--- src/include/pwm_scaler_map.vh ---
/*
 register offsets, field positions, reset values and timing counts
 for the pwm sample and interrupt scaler; included by bare name.
*/
`ifndef PWM_SCALER_MAP_VH
`define PWM_SCALER_MAP_VH

// register byte offsets
`define OFF_CTRL      8'h00
`define OFF_PERIOD    8'h04
`define OFF_SAMPLE    8'h08
`define OFF_STATUS    8'h0c
`define OFF_CLEAR     8'h10
`define OFF_ENABLE    8'h14
`define OFF_COUNT     8'h18

// control field positions
`define CTRL_RUN      0
`define CTRL_OVS_LO   4
`define CTRL_OVS_HI   5
`define CTRL_DIV_LO   8
`define CTRL_DIV_HI   11

// status bits
`define ST_SAMPLE     0
`define ST_PERIOD     1
`define ST_SCALED     2

// reset values
`define RST_CTRL      32'h0000_0100
`define RST_PERIOD    14'h03e8
`define RST_SAMPLE    12'h000

// bus answers
`define RESP_OKAY     2'b00
`define RESP_SLVERR   2'b10

// counter widths and clock ratio
`define CNT_W         14
`define SLOW_SHIFT    2

`endif

--- src/verilog/period_timebase.v ---
/*
 14-bit pwm period counter with end-of-period pulse.
 assumes period register holds the count of fast clocks minus one.
*/
`timescale 1ns/10ps
module period_timebase (
  sys_clk,
  rst_n,
  run,
  period,
  count,
  wrap
);
`include "pwm_scaler_map.vh"
  input  wire                sys_clk;
  input  wire                rst_n;
  input  wire                run;
  input  wire [`CNT_W-1:0]   period;
  output reg  [`CNT_W-1:0]   count;
  output wire                wrap;

  // wrap at the programmed period
  assign wrap = run & (count >= period);

  ////////////////////////////////////////////////////////////////////
  // free running time base while enabled
  always @(posedge sys_clk or negedge rst_n) begin
    if (!rst_n) begin
      count <= {`CNT_W{1'b0}};
    end else if (!run || wrap) begin
      count <= {`CNT_W{1'b0}};
    end else begin
      count <= count + 1'b1;
    end
  end
endmodule // period_timebase

--- src/verilog/div_lookup.v ---
/*
 maps interrupt divide setting to its divide count.
 assumes setting zero behaves like setting one.
*/
`timescale 1ns/10ps
module div_lookup (
  setting,
  count
);
  input  wire [3:0] setting;
  output reg  [7:0] count;

  // fixed divide table
  always @* begin
    case (setting)
      4'h2:    count = 8'h01;
      4'h3:    count = 8'h03;
      4'h4:    count = 8'h07;
      4'h5:    count = 8'h0f;
      4'h6:    count = 8'h1f;
      4'h7:    count = 8'h2f;
      4'h8:    count = 8'h3f;
      4'h9:    count = 8'h4f;
      4'ha:    count = 8'h5f;
      4'hb:    count = 8'h7f;
      4'hc:    count = 8'h9f;
      4'hd:    count = 8'hbf;
      4'he:    count = 8'hdf;
      4'hf:    count = 8'hff;
      default: count = 8'h00;
    endcase
  end
endmodule // div_lookup

--- src/verilog/pwm_sample_and_irq_scaler.v ---
/*
 pwm sample-trigger and interrupt scaler with axi4-lite registers.
 assumes a single 250 mhz clock and a synchronous axi4-lite master.
*/
// Function
// - setting 00 gives one trigger per period
// - 01/10/11 give two, four, eight triggers
// - extra triggers spaced period over factor
// - one base interrupt event per period
// - interrupt every divide count plus one
// - settings 1..15 map through divide table
// - scaled event also starts adc sequence
// - base trigger on slow compare equal count
// - dedicated 14-bit period time base
`timescale 1ns/10ps
module pwm_sample_and_irq_scaler (
  sys_clk,
  rst_n,
  s_axi_awaddr,
  s_axi_awvalid,
  s_axi_awready,
  s_axi_wdata,
  s_axi_wstrb,
  s_axi_wvalid,
  s_axi_wready,
  s_axi_bresp,
  s_axi_bvalid,
  s_axi_bready,
  s_axi_araddr,
  s_axi_arvalid,
  s_axi_arready,
  s_axi_rdata,
  s_axi_rresp,
  s_axi_rvalid,
  s_axi_rready,
  error_adc_trigger,
  general_purpose_adc_start,
  irq
);
`include "pwm_scaler_map.vh"
  input  wire        sys_clk;
  input  wire        rst_n;
  input  wire [7:0]  s_axi_awaddr;
  input  wire        s_axi_awvalid;
  output wire        s_axi_awready;
  input  wire [31:0] s_axi_wdata;
  input  wire [3:0]  s_axi_wstrb;
  input  wire        s_axi_wvalid;
  output wire        s_axi_wready;
  output reg  [1:0]  s_axi_bresp;
  output reg         s_axi_bvalid;
  input  wire        s_axi_bready;
  input  wire [7:0]  s_axi_araddr;
  input  wire        s_axi_arvalid;
  output wire        s_axi_arready;
  output reg  [31:0] s_axi_rdata;
  output reg  [1:0]  s_axi_rresp;
  output reg         s_axi_rvalid;
  input  wire        s_axi_rready;
  output reg         error_adc_trigger;
  output reg         general_purpose_adc_start;
  output wire        irq;

  reg  [31:0]        ctrl_ff;
  reg  [`CNT_W-1:0]  period_ff;
  reg  [11:0]        sample_ff;
  reg  [2:0]         status_ff;
  reg  [2:0]         enable_ff;
  reg  [7:0]         div_cnt_ff;
  reg                aw_ff;
  reg                w_ff;
  reg  [7:0]         awaddr_ff;
  reg  [31:0]        wdata_ff;
  reg  [3:0]         wstrb_ff;
  reg  [2:0]         nxt_status;
  reg  [31:0]        rd_mux;
  reg                rd_ok;
  reg                wr_ok;
  wire [31:0]        wr_merge;
  reg  [`CNT_W-1:0]  sub_off;
  wire [`CNT_W-1:0]  count;
  wire               wrap;
  wire [7:0]         div_limit;
  wire               run;
  wire [1:0]         ovs;
  wire [3:0]         div_set;
  wire               wr_fire;
  wire               base_hit;
  wire               extra_hit;
  wire               scaled;
  wire [`CNT_W-1:0]  base_pos;
  wire [`CNT_W-1:0]  step;
  wire [`CNT_W-1:0]  rel;
  wire [`CNT_W:0]    rel_full;
  integer            k;
  genvar             g;

  assign run     = ctrl_ff[`CTRL_RUN];
  assign ovs     = ctrl_ff[`CTRL_OVS_HI:`CTRL_OVS_LO];
  assign div_set = ctrl_ff[`CTRL_DIV_HI:`CTRL_DIV_LO];

  ////////////////////////////////////////////////////////////////////
  // period counter and divide table
  period_timebase u_timebase (
    .sys_clk (sys_clk),
    .rst_n   (rst_n),
    .run     (run),
    .period  (period_ff),
    .count   (count),
    .wrap    (wrap)
  );

  div_lookup u_div (
    .setting (div_set),
    .count   (div_limit)
  );

  ////////////////////////////////////////////////////////////////////
  // sample trigger compare in slow clock units
  assign base_pos = {sample_ff, {`SLOW_SHIFT{1'b0}}};
  assign base_hit = run & (count == base_pos);

  // step is period length shifted by the factor
  assign step = (ovs == 2'b01) ? ((period_ff + 1'b1) >> 1) :
                (ovs == 2'b10) ? ((period_ff + 1'b1) >> 2) :
                (ovs == 2'b11) ? ((period_ff + 1'b1) >> 3) :
                {`CNT_W{1'b0}};

  // offset from base trigger, wrapped around the period
  assign rel_full = (count >= base_pos) ?
                    {1'b0, count - base_pos} :
                    ({1'b0, count} + {1'b0, period_ff} + 1'b1
                     - {1'b0, base_pos});
  assign rel = rel_full[`CNT_W-1:0];

  // extra hits at base plus k steps
  always @* begin
    sub_off = {`CNT_W{1'b0}};
    for (k = 1; k < 8; k = k + 1) begin
      if ((ovs == 2'b11) || (ovs == 2'b10 && k < 4) ||
          (ovs == 2'b01 && k < 2)) begin
        if (rel == step * k[`CNT_W-1:0])
          sub_off = rel;
      end
    end
  end
  assign extra_hit = run & (ovs != 2'b00) & (step != {`CNT_W{1'b0}}) &
                     (rel != {`CNT_W{1'b0}}) & (sub_off == rel);

  ////////////////////////////////////////////////////////////////////
  // trigger output register
  always @(posedge sys_clk or negedge rst_n) begin
    if (!rst_n) begin
      error_adc_trigger <= 1'b0;
    end else begin
      error_adc_trigger <= base_hit | extra_hit;
    end
  end

  ////////////////////////////////////////////////////////////////////
  // interrupt divider; restarts on setting write or stop
  assign scaled = wrap & (div_cnt_ff == div_limit);
  assign wr_fire = aw_ff & w_ff & ~s_axi_bvalid;

  always @(posedge sys_clk or negedge rst_n) begin
    if (!rst_n) begin
      div_cnt_ff <= 8'h00;
    end else if (!run ||
                 (wr_fire && awaddr_ff == `OFF_CTRL)) begin
      div_cnt_ff <= 8'h00;
    end else if (wrap) begin
      div_cnt_ff <= scaled ? 8'h00 : div_cnt_ff + 1'b1;
    end
  end

  // adc sequence start follows scaled event
  always @(posedge sys_clk or negedge rst_n) begin
    if (!rst_n) begin
      general_purpose_adc_start <= 1'b0;
    end else begin
      general_purpose_adc_start <= scaled;
    end
  end

  ////////////////////////////////////////////////////////////////////
  // sticky status; set wins over clear
  always @* begin
    nxt_status = status_ff;
    if (wr_fire && awaddr_ff == `OFF_CLEAR && wstrb_ff[0])
      nxt_status = status_ff & ~wdata_ff[2:0];
    if (error_adc_trigger)
      nxt_status[`ST_SAMPLE] = 1'b1;
    if (wrap)
      nxt_status[`ST_PERIOD] = 1'b1;
    if (scaled)
      nxt_status[`ST_SCALED] = 1'b1;
  end

  always @(posedge sys_clk or negedge rst_n) begin
    if (!rst_n) begin
      status_ff <= 3'b000;
    end else begin
      status_ff <= nxt_status;
    end
  end

  assign irq = |(status_ff & enable_ff);

  ////////////////////////////////////////////////////////////////////
  // axi write channel capture
  assign s_axi_awready = ~aw_ff;
  assign s_axi_wready  = ~w_ff;

  always @(posedge sys_clk or negedge rst_n) begin
    if (!rst_n) begin
      aw_ff     <= 1'b0;
      w_ff      <= 1'b0;
      awaddr_ff <= 8'h00;
      wdata_ff  <= 32'h0000_0000;
      wstrb_ff  <= 4'h0;
    end else begin
      if (s_axi_awvalid && !aw_ff) begin
        aw_ff     <= 1'b1;
        awaddr_ff <= {s_axi_awaddr[7:2], 2'b00};
      end else if (s_axi_bvalid && s_axi_bready) begin
        aw_ff <= 1'b0;
      end
      if (s_axi_wvalid && !w_ff) begin
        w_ff     <= 1'b1;
        wdata_ff <= s_axi_wdata;
        wstrb_ff <= s_axi_wstrb;
      end else if (s_axi_bvalid && s_axi_bready) begin
        w_ff <= 1'b0;
      end
    end
  end

  // byte-lane merge onto control register, one lane per pass
  generate
    for (g = 0; g < 4; g = g + 1) begin : g_lane
      assign wr_merge[g*8 +: 8] = wstrb_ff[g] ? wdata_ff[g*8 +: 8] :
                                                ctrl_ff[g*8 +: 8];
    end
  endgenerate

  // decode of mapped offsets; writes to status and count answer okay and change nothing
  always @* begin
    case (awaddr_ff)
      `OFF_CTRL, `OFF_PERIOD, `OFF_SAMPLE,
      `OFF_CLEAR, `OFF_ENABLE, `OFF_STATUS, `OFF_COUNT: wr_ok = 1'b1;
      default: wr_ok = 1'b0;
    endcase
  end

  // register writes and write response
  always @(posedge sys_clk or negedge rst_n) begin
    if (!rst_n) begin
      ctrl_ff      <= `RST_CTRL;
      period_ff    <= `RST_PERIOD;
      sample_ff    <= `RST_SAMPLE;
      enable_ff    <= 3'b000;
      s_axi_bvalid <= 1'b0;
      s_axi_bresp  <= `RESP_OKAY;
    end else begin
      if (wr_fire) begin
        s_axi_bvalid <= 1'b1;
        s_axi_bresp  <= wr_ok ? `RESP_OKAY : `RESP_SLVERR;
        case (awaddr_ff)
          `OFF_CTRL:   ctrl_ff <= {20'h00000, wr_merge[11:8],
                                   2'b00, wr_merge[5:4],
                                   3'b000, wr_merge[0]};
          `OFF_PERIOD: begin
            if (wstrb_ff[0]) period_ff[7:0]  <= wdata_ff[7:0];
            if (wstrb_ff[1]) period_ff[13:8] <= wdata_ff[13:8];
          end
          `OFF_SAMPLE: begin
            if (wstrb_ff[0]) sample_ff[7:0]  <= wdata_ff[7:0];
            if (wstrb_ff[1]) sample_ff[11:8] <= wdata_ff[11:8];
          end
          `OFF_ENABLE: if (wstrb_ff[0]) enable_ff <= wdata_ff[2:0];
          default: ;
        endcase
      end else if (s_axi_bvalid && s_axi_bready) begin
        s_axi_bvalid <= 1'b0;
      end
    end
  end

  ////////////////////////////////////////////////////////////////////
  // read mux
  always @* begin
    rd_ok = 1'b1;
    case ({s_axi_araddr[7:2], 2'b00})
      `OFF_CTRL:   rd_mux = ctrl_ff;
      `OFF_PERIOD: rd_mux = {18'h00000, period_ff};
      `OFF_SAMPLE: rd_mux = {20'h00000, sample_ff};
      `OFF_STATUS: rd_mux = {29'h0000000, status_ff};
      `OFF_CLEAR:  rd_mux = 32'h0000_0000;
      `OFF_ENABLE: rd_mux = {29'h0000000, enable_ff};
      `OFF_COUNT:  rd_mux = {10'h000, div_cnt_ff, count};
      default: begin
        rd_mux = 32'h0000_0000;
        rd_ok  = 1'b0;
      end
    endcase
  end

  assign s_axi_arready = ~s_axi_rvalid;

  // read data register
  always @(posedge sys_clk or negedge rst_n) begin
    if (!rst_n) begin
      s_axi_rvalid <= 1'b0;
      s_axi_rdata  <= 32'h0000_0000;
      s_axi_rresp  <= `RESP_OKAY;
    end else if (s_axi_arvalid && !s_axi_rvalid) begin
      s_axi_rvalid <= 1'b1;
      s_axi_rdata  <= rd_mux;
      s_axi_rresp  <= rd_ok ? `RESP_OKAY : `RESP_SLVERR;
    end else if (s_axi_rvalid && s_axi_rready) begin
      s_axi_rvalid <= 1'b0;
    end
  end
endmodule // pwm_sample_and_irq_scaler

--- config.mk ---
export PLATFORM = sky130hd
export DESIGN_NAME = pwm_sample_and_irq_scaler
export DESIGN_NICKNAME = d
export VERILOG_FILES = /design/src/verilog/period_timebase.v /design/src/verilog/div_lookup.v /design/src/verilog/pwm_sample_and_irq_scaler.v
export VERILOG_INCLUDE_DIRS = /design/src /design/src/include
export SDC_FILE = /design/constraint.sdc
export NUM_CORES = 1
export LEC_CHECK = 0
export CAP_MARGIN = 25
export CELL_PAD_IN_SITES_DETAIL_PLACEMENT = 1
export CELL_PAD_IN_SITES_GLOBAL_PLACEMENT = 2
export CORE_ASPECT_RATIO = 1.2
export CORE_MARGIN = 1.5
export CORE_UTILIZATION = 44
export CTS_BUF_LIST = sky130_fd_sc_hd__clkbuf_4
export CTS_CLUSTER_DIAMETER = 60
export DETAILED_ROUTE_END_ITERATION = 8
export DONT_BUFFER_PORTS = 1
export PLACE_DENSITY = 0.95
export REMOVE_ABC_BUFFERS = 1
export SKIP_CTS_REPAIR_TIMING = 1
export SYNTH_ARGS = -nofsm -noshare
export SYNTH_HDL_FRONTEND = slang
export SYNTH_SLANG_ARGS = --single-unit
--- constraint.sdc ---
create_clock -name sys_clk -period 8.7 [get_ports sys_clk]
set_clock_uncertainty 0.05 [all_clocks]
set_input_delay 1.74 -clock sys_clk [delete_from_list [all_inputs] [get_ports sys_clk]]
set_output_delay 1.74 -clock sys_clk [all_outputs]
set_load 0.02 [all_outputs]
==> impl_metrics.toml <==
[cells_and_area]
drive_gt1_frac = 0.0891
instances_no_fill = 1739
fill_cells = 3177
fin_area_sq_mm = 0.0124
synthToLayoutAreaGrowth_pct = 5.07
layout_common_cells = "nand2_1 (131), inv_1 (116), xnor2_1 (115), o21ai_0 (115), dfrtp_1 (106)"
layout_commonest_cell = "nand2_1"
nets = 1573

[sta]
period_needed_ns = 6.40
tightest_slew_ns = 1.12
final_max_slew_viol_count = 0
period_share = 0.736
fmax_mhz = 156
rsz0062_at_grt = "no"
hold-worst-slack_ns = 0.459
finalSetupTns_ns = 0
relSlewSlack = 0.248
final_hold_viol_count = 0
setup_violations = 0

[clock_network]
cts_buffers = 17
worstSkewPairLatency_ns = 0.54
clk_path_buf_depth = 2
clkSinkCount = 113
cts_tree = "built"
htree_levels = 4
root_buffer = "clkbuf_4"
clkSlewWorstSetupHoldPaths_ns = 0.12

[die]
die_h_microns = 182
core_region_area_sq_mm = 0.0263
ioPinCount = 103
num_rows = 65
die_area_sq_mm = 0.0277
die_width_microns = 152
initial_core_util = 0.447

[setup_path]
critPathRequiredTime_ns = 9.08
crit_arrival_ns = 6.78
criticalPathCategory = "register to register"
worstSetupStartpointType = "register"
cp_max_fo = 10
cp-end-kind = "register"

[yosys]
syn_area_sq_mm = 0.0118
ys_types = 95
yosys_warnings = 0
yosysSeqAreaShare = 0.241
synth_seq_cells = 113
synth_ff_type = "dfrtp_1"
avgSynthCellArea_sq_um = 8.36
synthArstFlopShare = 1.00
netlist_instances = 1406
synth_edf_count = 0

[placed_design]
io_buffers = 0
dp_hpwl_microns = 30800
placed_cell_area_sq_mm = 0.0120
place_congestion = 0.928
dp_cells = 1705

[routing]
drt_iter0_markers = 601
postRouteAntennaNets = 0
wl_per_cell_microns = 22.3
vias_per_cell = 6.17
wl_met1_microns = 15200
route.detailed.drc = 0
first_pass_iters = 5
wl_microns = 38700
wl_met2_microns = 19900
topRoutingLayerUsed = "met4"
wl_met3_microns = 1840
vias = 10700

[grt]
grt_max_degree = 114
grt_overflow = 0
antenna_found_initial = 1
grt.total_usage = 0.283
grt_pass1_vias = 11400
grt_pass1_wl_microns = 61900

[min_path]
hp-class = "register to register"

[run_status]
status = "complete, no violations"

[job]
maxCapViolCount = 0
[final timing paths]
check / slack (ns) / start / endpoint / cells after the start
worst max-delay path: 2.30 / period_ff[1]$_DFFE_PN0P_ / error_adc_trigger$_DFF_PN0_ / 21
worst min-delay path: 0.46 / wdata_ff[12]$_DFFE_PN0P_ / period_ff[12]$_DFFE_PN0P_ / 2
worst max register to register: 2.30 / period_ff[1]$_DFFE_PN0P_ / error_adc_trigger$_DFF_PN0_ / 21
worst min register to register: 0.46 / wdata_ff[12]$_DFFE_PN0P_ / period_ff[12]$_DFFE_PN0P_ / 2
max in group asynchronous: 7.51 / rst_n / period_ff[5]$_DFFE_PN1P_ / 0
min in group asynchronous: 0.83 / rst_n / u_timebase.count[10]$_DFF_PN0_ / 0
[through the flow]
| step | setup slack (ns) | utilization |
|---|---|---|
| 2_1_floorplan | 3.06 | - |
| 3_3_place_gp | 2.62 | 0.458 |
| 3_5_place_dp | 2.32 | 0.459 |
| 4_1_cts | 2.26 | 0.470 |
| 5_1_grt | 1.82 | 0.470 |
| 6_report | 2.30 | 0.470 |
[worst max-delay path, cell delays in order, from the launching register on]
cell and delay [ns]:
dfrtp_1 0.50, ha_1 0.33, nand3_1 0.16, xnor2_1 0.41
o22ai_1 0.22, nor2_1 0.45, inv_2 0.26, fa_1 0.49
ha_1 0.22, fa_1 0.42, a21o_1 0.20, a211oi_1 0.25
nor2_1 0.10, or4_1 0.44, a31o_2 0.26, a21oi_1 0.17
xnor2_1 0.16, xnor2_1 0.10, nor4_1 0.43, nand3_1 0.13
a31o_2 0.24, a221oi_2 0.30
[cell families after synthesis]
kind of cell | share of synthesized area
simple gates | 0.188
mux | 0.0517
other cells | 0.000319
flops | 0.241
fa+ha+maj | 0.149
xor+xnor | 0.108
buf+inv | 0.0615
compound gates | 0.200
[Yosys cell counts, types with 6 or more instances]
cell / n / area share
a21o_1: 25 / 0.016
nor3_1: 38 / 0.016
a22oi_1: 16 / 0.010
buf_4: 13 / 0.0083
fa_1: 26 / 0.044
or3_1: 11 / 0.0059
nand2_1: 131 / 0.042
o21a_1: 11 / 0.0070
mux2_2: 34 / 0.033
dfstp_2: 7 / 0.016
nor2_1: 86 / 0.027
mux2i_1: 13 / 0.011
ha_1: 98 / 0.10
xnor2_1: 115 / 0.086
a21oi_1: 56 / 0.024
and2_1: 10 / 0.0053
dfrtp_1: 106 / 0.23
nor2b_1: 12 / 0.0064
nand2b_1: 16 / 0.0085
inv_1: 116 / 0.037
o21ai_0: 115 / 0.049
nand4_1: 21 / 0.011
a211oi_1: 13 / 0.0083
nand3_1: 45 / 0.019
nor4_1: 24 / 0.013
a31oi_1: 13 / 0.0069
a2111oi_0: 6 / 0.0045
clkbuf_1: 37 / 0.012
o21ai_1: 6 / 0.0026
xor2_1: 26 / 0.019
o211ai_1: 12 / 0.0077
and3_1: 15 / 0.0080
[area by class of cell]
class,count,area [sq um],share of cell area
multi-input cells,1126,8250,0.668
flip-flops and latches,113,2840,0.230
inverters,118,443,0.0359
well taps,335,419,0.0339
clock inverters,15,168,0.0136
clock buffers,17,128,0.0103
repair buffers,14,103,0.00831
diodes,1,2.50,0.000203
[registers in the layout (all words and copies together) (netlist names), 6 cells and up]
register and count:
wdata_ff 14, period_ff 14, sample_ff 12, awaddr_ff 6, u_timebase.count 14, s_axi_rdata 22
ctrl_ff 7, div_cnt_ff 8
[routing by layer]
layer / vias to the layer above / GRT usage
li1: 4969 / -
met1: 5321 / 0.325
met2: 327 / 0.518
met3: 106 / 0.0387
met4: 0 / 0.131
met5: - / 0
Power is left out: the tool's default activity adds up to more than one toggle a clock period on the data nets, which glitch-free logic cannot reach.
